===== config.mk =====
export PLATFORM = sky130hd
export DESIGN_NAME = dbma_arbiter
export DESIGN_NICKNAME = d
export VERILOG_FILES = /design/src/hdl/dbma_pkg.sv /design/src/hdl/dbma_edge_if.sv /design/src/hdl/dbma_clk_edge.sv /design/src/hdl/dbma_arbiter.sv
export SDC_FILE = /design/constraint.sdc
export NUM_CORES = 1
export LEC_CHECK = 0
export ABC_AREA = 1
export BUFFER_PORTS_ARGS = -buffer_cell sky130_fd_sc_hd__buf_2
export CORE_MARGIN = 2
export CORE_UTILIZATION = 49
export CTS_CLUSTER_DIAMETER = 200
export DETAILED_ROUTE_END_ITERATION = 16
export MAX_ROUTING_LAYER = met4
export PLACE_DENSITY = 0.71
export SLEW_MARGIN = 10
export SYNTH_ARGS = -nofsm -noshare
export SYNTH_HDL_FRONTEND = slang
export SYNTH_SLANG_ARGS = --single-unit

===== constraint.sdc =====
create_clock -name ref_clk -period 1.8 [get_ports ref_clk]
set_clock_uncertainty 0.2 [all_clocks]
set_input_delay 0.18 -clock ref_clk [delete_from_list [all_inputs] [get_ports ref_clk]]
set_output_delay 0.18 -clock ref_clk [all_outputs]
set_load 0.005 [all_outputs]

===== src/hdl/dbma_pkg.sv =====
package dbma_pkg;

  // ****************************************************************
  // arbitration timing; the two delays count system bus clock edges, SYNC_STAGES counts ref_clk flops
  // ****************************************************************
  localparam int unsigned SYNC_STAGES       = 2;
  // rising edges from grant-high sample to request low
  localparam int unsigned REQ_RISE_DELAY    = 2;
  // falling edges from ownership sample to first bus phase
  localparam int unsigned START_FALL_DELAY  = 2;
  localparam int unsigned EDGE_CNT_W        = 2;

  // ****************************************************************
  // reset values of the driven pins
  // ****************************************************************
  localparam logic RST_BUS_OWNED_N   = 1'b1;
  localparam logic RST_BUS_REQUEST_N = 1'b1;

  // ****************************************************************
  // arbiter states
  // ****************************************************************
  typedef enum logic [6:0] {
    DBMA_IDLE    = 7'b0000001,
    DBMA_CHK_GNT = 7'b0000010,
    DBMA_REQ_DLY = 7'b0000100,
    DBMA_WAIT    = 7'b0001000,
    DBMA_START   = 7'b0010000,
    DBMA_OWN     = 7'b0100000,
    DBMA_RELEASE = 7'b1000000
  } dbma_state_e;

  // odd parity: the parity bit makes the count of ones odd
  function automatic logic dbma_odd_par(input logic [7:0] b);
    dbma_odd_par = ~(^b);
  endfunction : dbma_odd_par

endpackage : dbma_pkg


===== src/hdl/dbma_edge_if.sv =====
`timescale 1ns/1ps
// carries the sampled link clock edges between the detector and the arbiter
interface dbma_edge_if;
  logic rise;
  logic fall;
  modport src (output rise, output fall);
  modport dst (input rise, input fall);
endinterface : dbma_edge_if


===== src/hdl/dbma_clk_edge.sv =====
`timescale 1ns/1ps
module dbma_clk_edge
  import dbma_pkg::*;
(
  // clock and reset
  input  wire logic ref_clk,
  input  wire logic rst,
  // raw link clock pin
  input  wire logic system_bus_clock,
  // detected edges
  dbma_edge_if.src  edge_o
);

  // ****************************************************************
  // two-stage sampling of the link clock, then edge detect
  // ****************************************************************
  logic [SYNC_STAGES-1:0] sync_r;
  logic                   last_r;

  always_ff @(posedge ref_clk or posedge rst) begin
    if (rst) begin
      sync_r <= '0;
    end else begin
      sync_r <= {sync_r[SYNC_STAGES-2:0], system_bus_clock};
    end
  end

  // only the last stage is looked at
  always_ff @(posedge ref_clk or posedge rst) begin
    if (rst) begin
      last_r <= 1'b0;
    end else begin
      last_r <= sync_r[SYNC_STAGES-1];
    end
  end

  assign edge_o.rise = sync_r[SYNC_STAGES-1] & ~last_r;
  assign edge_o.fall = ~sync_r[SYNC_STAGES-1] & last_r;

endmodule : dbma_clk_edge


===== src/hdl/dbma_arbiter.sv =====
`timescale 1ns/1ps
module dbma_arbiter
  import dbma_pkg::*;
(
  // clock and reset
  input  wire logic        ref_clk,
  input  wire logic        rst,
  // link clock pin, sampled like any other input
  input  wire logic        system_bus_clock,
  // arbitration pins
  output logic             bus_request_n,
  output logic             bus_owned_n,
  input  wire logic        bus_grant_n,
  input  wire logic        bus_busy_n,
  input  wire logic        bus_release_n,
  input  wire logic        bus_error_n,
  // bus state pins watched before taking the bus
  input  wire logic        address_strobe_n,
  input  wire logic        upper_data_strobe_n,
  input  wire logic        lower_data_strobe_n,
  input  wire logic        transfer_ack_n,
  // address/data lanes
  output logic [0:7]       addr_data_high_lane,
  output logic [0:7]       addr_data_low_lane,
  output logic             parity_high_lane,
  output logic             parity_low_lane,
  // user side: dma engine
  input  wire logic        dma_req,
  input  wire logic        dma_burst,
  input  wire logic        dma_last,
  input  wire logic [15:0] dma_word,
  output logic             dma_start,
  output logic             dma_owned,
  output logic             dma_abort
);

  // ****************************************************************
  // link clock edges
  // ****************************************************************
  dbma_edge_if edge_if ();

  dbma_clk_edge u_edge (
    .ref_clk          (ref_clk),
    .rst              (rst),
    .system_bus_clock (system_bus_clock),
    .edge_o           (edge_if)
  );

  // ****************************************************************
  // pin synchronizers: two stages each, only stage two is read
  // ****************************************************************
  localparam int unsigned NIN = 8;
  logic [NIN-1:0] pin_raw;
  logic [NIN-1:0] pin_s1_r;
  logic [NIN-1:0] pin_s2_r;

  assign pin_raw = {bus_grant_n, bus_busy_n, bus_release_n, bus_error_n,
                    address_strobe_n, upper_data_strobe_n,
                    lower_data_strobe_n, transfer_ack_n};

  // all pins idle high, so reset loads ones; a floating busy pin also
  // reads high through the pad pull-up
  always_ff @(posedge ref_clk or posedge rst) begin
    if (rst) begin
      pin_s1_r <= '1;
      pin_s2_r <= '1;
    end else begin
      pin_s1_r <= pin_raw;
      pin_s2_r <= pin_s1_r;
    end
  end

  // ****************************************************************
  // falling-edge samples of the link pins
  // ****************************************************************
  logic gnt_n_r;
  logic bsy_n_r;
  logic rls_n_r;
  logic err_n_r;
  logic as_n_r;
  logic uds_n_r;
  logic lds_n_r;
  logic ack_n_r;

  always_ff @(posedge ref_clk or posedge rst) begin
    if (rst) begin
      {gnt_n_r, bsy_n_r, rls_n_r, err_n_r,
       as_n_r, uds_n_r, lds_n_r, ack_n_r} <= '1;
    end else if (edge_if.fall) begin
      {gnt_n_r, bsy_n_r, rls_n_r, err_n_r,
       as_n_r, uds_n_r, lds_n_r, ack_n_r} <= pin_s2_r;
    end
  end

  // one cycle after a falling edge the fresh sample is in the flops
  logic samp_vld_r;
  always_ff @(posedge ref_clk or posedge rst) begin
    if (rst) begin
      samp_vld_r <= 1'b0;
    end else begin
      samp_vld_r <= edge_if.fall;
    end
  end

  logic own_ok;
  // request low is our own output, the rest come from the sample
  assign own_ok = ~bus_request_n & ~gnt_n_r & bsy_n_r & err_n_r
                & as_n_r & uds_n_r & lds_n_r & ack_n_r;

  // ****************************************************************
  // arbiter state machine
  // ****************************************************************
  dbma_state_e             state_r;
  dbma_state_e             state_nxt;
  logic [EDGE_CNT_W-1:0]   cnt_r;
  logic                    burst_r;
  logic                    rerq_r;

  logic dma_want;
  assign dma_want = dma_req | rerq_r;

  always_comb begin
    state_nxt = state_r;
    unique case (state_r)
      DBMA_IDLE: begin
        if (dma_want) begin
          state_nxt = DBMA_CHK_GNT;
        end
      end
      DBMA_CHK_GNT: begin
        if (samp_vld_r && gnt_n_r) begin
          state_nxt = DBMA_REQ_DLY;
        end
      end
      DBMA_REQ_DLY: begin
        if (edge_if.rise && cnt_r == EDGE_CNT_W'(REQ_RISE_DELAY - 1)) begin
          state_nxt = DBMA_WAIT;
        end
      end
      DBMA_WAIT: begin
        if (samp_vld_r && own_ok) begin
          state_nxt = DBMA_START;
        end
      end
      DBMA_START: begin
        if (edge_if.fall && cnt_r == EDGE_CNT_W'(START_FALL_DELAY - 1)) begin
          state_nxt = DBMA_OWN;
        end
      end
      DBMA_OWN: begin
        if (samp_vld_r && !err_n_r) begin
          state_nxt = DBMA_RELEASE;
        end else if (samp_vld_r && burst_r && !rls_n_r) begin
          state_nxt = DBMA_RELEASE;
        end else if (dma_last) begin
          state_nxt = DBMA_RELEASE;
        end
      end
      DBMA_RELEASE: begin
        if (edge_if.rise) begin
          state_nxt = DBMA_IDLE;
        end
      end
    endcase
  end

  always_ff @(posedge ref_clk or posedge rst) begin
    if (rst) begin
      state_r <= DBMA_IDLE;
    end else begin
      state_r <= state_nxt;
    end
  end

  // edge counter, cleared whenever the state changes
  always_ff @(posedge ref_clk or posedge rst) begin
    if (rst) begin
      cnt_r <= '0;
    end else if (state_nxt != state_r) begin
      cnt_r <= '0;
    end else if ((state_r == DBMA_REQ_DLY && edge_if.rise) ||
                 (state_r == DBMA_START && edge_if.fall)) begin
      cnt_r <= cnt_r + 1'b1;
    end
  end

  // burst flag latched when a request leaves idle; release only counts in burst mode
  always_ff @(posedge ref_clk or posedge rst) begin
    if (rst) begin
      burst_r <= 1'b0;
    end else if (state_r == DBMA_IDLE && dma_want) begin
      burst_r <= dma_burst & ~rerq_r;
    end
  end

  // after a release forced by the release pin (not by a bus error) the bus is asked for again straight away,
  // now as cycle-steal so a second release cannot bounce us
  always_ff @(posedge ref_clk or posedge rst) begin
    if (rst) begin
      rerq_r <= 1'b0;
    end else if (state_r == DBMA_OWN && state_nxt == DBMA_RELEASE) begin
      rerq_r <= err_n_r & burst_r & ~rls_n_r;
    end else if (state_r == DBMA_OWN) begin
      rerq_r <= 1'b0;
    end
  end

  // ****************************************************************
  // pin drivers, changed on rising link clock edges only
  // ****************************************************************
  always_ff @(posedge ref_clk or posedge rst) begin
    if (rst) begin
      bus_request_n <= RST_BUS_REQUEST_N;
    end else if (edge_if.rise) begin
      if (state_r == DBMA_REQ_DLY &&
          cnt_r == EDGE_CNT_W'(REQ_RISE_DELAY - 1)) begin
        bus_request_n <= 1'b0;
      end else if (state_r == DBMA_OWN && !bus_owned_n &&
                   !bsy_n_r) begin
        // grant acknowledge now held by glue, request may go
        bus_request_n <= 1'b1;
      end else if (state_r == DBMA_RELEASE || state_r == DBMA_IDLE) begin
        bus_request_n <= 1'b1;
      end
    end
  end

  always_ff @(posedge ref_clk or posedge rst) begin
    if (rst) begin
      bus_owned_n <= RST_BUS_OWNED_N;
    end else if (edge_if.rise) begin
      if (state_r == DBMA_OWN) begin
        bus_owned_n <= 1'b0;
      end else begin
        bus_owned_n <= 1'b1;
      end
    end
  end

  // ****************************************************************
  // lanes and parity; bit 15 of the word goes to high lane index 0
  // ****************************************************************
  always_ff @(posedge ref_clk or posedge rst) begin
    if (rst) begin
      addr_data_high_lane <= 8'h00;
      addr_data_low_lane  <= 8'h00;
      parity_high_lane    <= 1'b1;
      parity_low_lane     <= 1'b1;
    end else if (edge_if.rise) begin
      addr_data_high_lane <= dma_word[15:8];
      addr_data_low_lane  <= dma_word[7:0];
      parity_high_lane    <= dbma_odd_par(dma_word[15:8]);
      parity_low_lane     <= dbma_odd_par(dma_word[7:0]);
    end
  end

  // ****************************************************************
  // user-side status
  // ****************************************************************
  always_ff @(posedge ref_clk or posedge rst) begin
    if (rst) begin
      dma_start <= 1'b0;
      dma_owned <= 1'b0;
      dma_abort <= 1'b0;
    end else begin
      dma_start <= (state_r == DBMA_START) && (state_nxt == DBMA_OWN);
      dma_owned <= (state_nxt == DBMA_OWN);
      dma_abort <= (state_r == DBMA_OWN) && samp_vld_r && !err_n_r;
    end
  end

endmodule : dbma_arbiter


==> impl_metrics.tcl <==
set metrics [dict create \
    hpwl_um 3945 \
    yosys_warnings 0 \
    cts.sinks 62 \
    violations "negative setup slack" \
    critPathKind "reg2reg" \
    ys_seq_elements 62 \
    drive_gt1_share_pct 36.58 \
    synthesis.area_sq_um 2724 \
    finalSetupViolations 3 \
    row_count 27 \
    maxCapViolations 0 \
    finalMaxSlewViolations 0 \
    grt_pass1_vias 2385 \
    grt_max_degree 45 \
    io_buffers 52 \
    antenna_found_initial 0 \
    crit_fanout 6 \
    max-vdd-ir-drop_uv 1022 \
    path_clk_slew_ns 0.07 \
    holdWs_ns 0.01749 \
    crit_required_ns 1.88 \
    run_status "complete, but fails checks" \
    hold_path.class "in2reg" \
    n_antenna_cell 0 \
    powerDensity_nw_per_um2 951.4 \
    syn_to_final_growth_pct 40.01 \
    h-tree-depth 3 \
    numCtsBuffers 9 \
    synth.distinct_cells 28 \
    ctsRootBufferMaster "clkbuf_8" \
    num_io_pins 53 \
    syn_avg_cell_area_sq_um 8.902 \
    ys_top_cells_by_area "dfrtp_1 30%, dfstp_2 28%, nand2_1 15%" \
    setup_tns_ns -0.2193 \
    timing_hold_violations_final 0 \
    start_kind "register" \
    p_leak_nw 1.852 \
    yosysTopAreaCellShare_pct 30.32 \
    fin_util_pct 70.12 \
    grt_pass1_wl_um 10540 \
    fin_crit_sh_pct 105.9 \
    instances_no_fill 493 \
    arrival_ns 1.98 \
    die_h_um 78.56 \
    vias 2357 \
    core_area_sq_um 5439 \
    overflow 0 \
    fin_ws_ns -0.1065 \
    firstDrtPassIters 5 \
    netlist_instances 306 \
    dp_cells 449 \
    clock.fmax_mhz 524.5 \
    fill_cells 397 \
    die_area_sq_um 6172 \
    grt_usage_pct 22.91 \
    syn_nets 337 \
    die_x_um 78.56 \
    first_iter_violations 140 \
    cpMaxStageDelayCell "dfrtp_2" \
    rsz0062_at_grt "true" \
    ctsLongestPathBuffers 2 \
    gp_congestion 0.9698 \
    ant_nets 0 \
    cts_tree "yes" \
    avgViaCountPerCell 4.781 \
    synth-seq-area-share_pct 58.29 \
    slew_headroom_pct 71.82 \
    wl_per_cell_um 12.58 \
    start_util_pct 50.08 \
    drcViolationCount 0 \
    cpPeakStageDelay_ns 0.46 \
    insertion_delay_ns 0.35 \
    finalWirelength_um 6203 \
    finalPower_mw 3.628 \
    period_needed_ns 1.906 \
    synth_area_leader_cell "dfrtp_1" \
    nNetsFinal 447 \
    tightest_slew_ns 0.4218 \
    path_cells "inv_2 -> nand3_1 -> nor2_4 -> inv_2 -> a21oi_2 -> nor2_1 -> nand3_2 -> nand2_1 -> inv_1 -> nand2_1 -> nor2_1 -> nand2_1 -> nor2_1" \
    endpoint_kind "register" \
]
==> metal layers <==
layer / GRT usage (%) / vias to the layer above / part of all wire (%)
li1: - / 1177 / -
met1: 28.04 / 1091 / 44
met2: 35.21 / 72 / 50
met3: 6.322 / 17 / 4.4
met4: 11.05 / 0 / 2.4
met5: - / - / 0
==> synth_stat cells (all sizes together) <==
| cell | instances |
|---|---|
| a21oi | 6 |
| a31oi | 1 |
| a41oi | 1 |
| buf | 2 |
| clkbuf | 3 |
| clkinv | 2 |
| dfrtp | 33 |
| dfstp | 29 |
| ha | 1 |
| inv | 30 |
| mux2i | 1 |
| nand2 | 110 |
| nand3 | 17 |
| nand4 | 4 |
| nor2 | 30 |
| nor3 | 2 |
| nor4 | 1 |
| o21ai | 16 |
| o22ai | 2 |
| xnor2 | 13 |
| xor2 | 2 |
==> layout by cell type (no fill, tap or decap), types with 2 or more instances in the layout <==
master and instances:
nand3_1 13, a21oi_2 2, buf_2 52, nand3_2 3, o21ai_0 14, o21ai_1 2, xnor2_1 13, xor2_1 2
clkinv_4 2, a21oi_1 4, nor2_4 6, buf_4 24, clkbuf_8 9, o22ai_1 2, inv_2 7, inv_1 23
nand4_1 4, dfstp_2 29, nor2_2 5, nor2_1 19, dlygate4sd3_1 27, nand2_1 105, dfrtp_1 32, nand2_2 4
==> where the power goes <==
| group | internal, mW | switching, mW |
|---|---|---|
| logic | 0.305 | 0.382 |
| registers | 1.56 | 0.0735 |
| clock network | 0.734 | 0.573 |
| total | 2.60 | 1.03 |
==> area by class of cell <==
cell class | count | area, sq um | share of cell area (%)
Tap cell | 72 | 90.09 | 2.362
Inverter | 32 | 123.9 | 3.248
Sequential cell | 62 | 1589 | 41.67
Clock buffer | 11 | 152.6 | 4.003
Multi-Input combinational cell | 207 | 1065 | 27.92
Timing Repair Buffer | 104 | 730.7 | 19.16
Clock inverter | 5 | 62.56 | 1.640
==> what timing repair did <==
item                                    4_1_cts  5_1_grt
pin swaps                                     0        0
endpoints found under the hold margin        57        0
endpoints found under the setup margin        2        7
resized for setup                            14        6
buffers inserted                              1        0
hold buffers                                 27        0
==> stage by stage <==
step           cell area [sq um]  worst slack (ns)
2_1_floorplan               2728           0.06277
3_3_place_gp                3251          -0.05507
3_5_place_dp                3251          -0.07357
4_1_cts                     3797          -0.06688
5_1_grt                     3814           -0.2658
6_report                    3814           -0.1065
==> final timing paths <==
kind                                   from                    end  slack [ns]  cells past startpoint
setup / recovery                 state_r[5]               cnt_r[0]       -0.11                     13
hold / removal                      dma_req             state_r[0]        0.02                      4
setup reg to reg                 state_r[5]               cnt_r[0]       -0.11                     13
hold reg to reg            u_edge.sync_r[0]       u_edge.sync_r[1]        0.15                      0
max in group asynchronous               rst            pin_s2_r[4]        0.61                      4
min in group asynchronous               rst  addr_data_low_lane[0]        0.19                      3
==> flip-flops by register name (all words and copies together), names as in the netlist, 2 cells and up <==
signal and cells:
addr_data_high_lane 8, addr_data_low_lane 8, pin_s1_r 8, pin_s2_r 8
state_r 7, cnt_r 2, u_edge.sync_r 2
==> worst max-delay path, delay by kind of cell (launching register included) <==
family                 cells  cell delay, ns
AO/OA/AOI/OAI              1            0.14
buffers and inverters      3            0.22
flip-flops                 1            0.46
AND/OR/NAND/NOR            9            0.80
==> logic make-up (layout without fill, tap and decap cells) <==
| family | count (synthesis) | in the layout | synth area share (%) |
|---|---|---|---|
| and+or+nand+nor | 164 | 164 | 25.86 |
| muxes | 1 | 1 | 0.3675 |
| DFF | 62 | 62 | 58.29 |
| xor gates and xnor gates | 15 | 15 | 4.823 |
| adders and majority gates | 1 | 1 | 0.4593 |
| buffers and inverters | 37 | 152 | 5.145 |
| AOI/OAI and AO/OA | 26 | 26 | 5.053 |
Power figures use the tool's default switching activity.
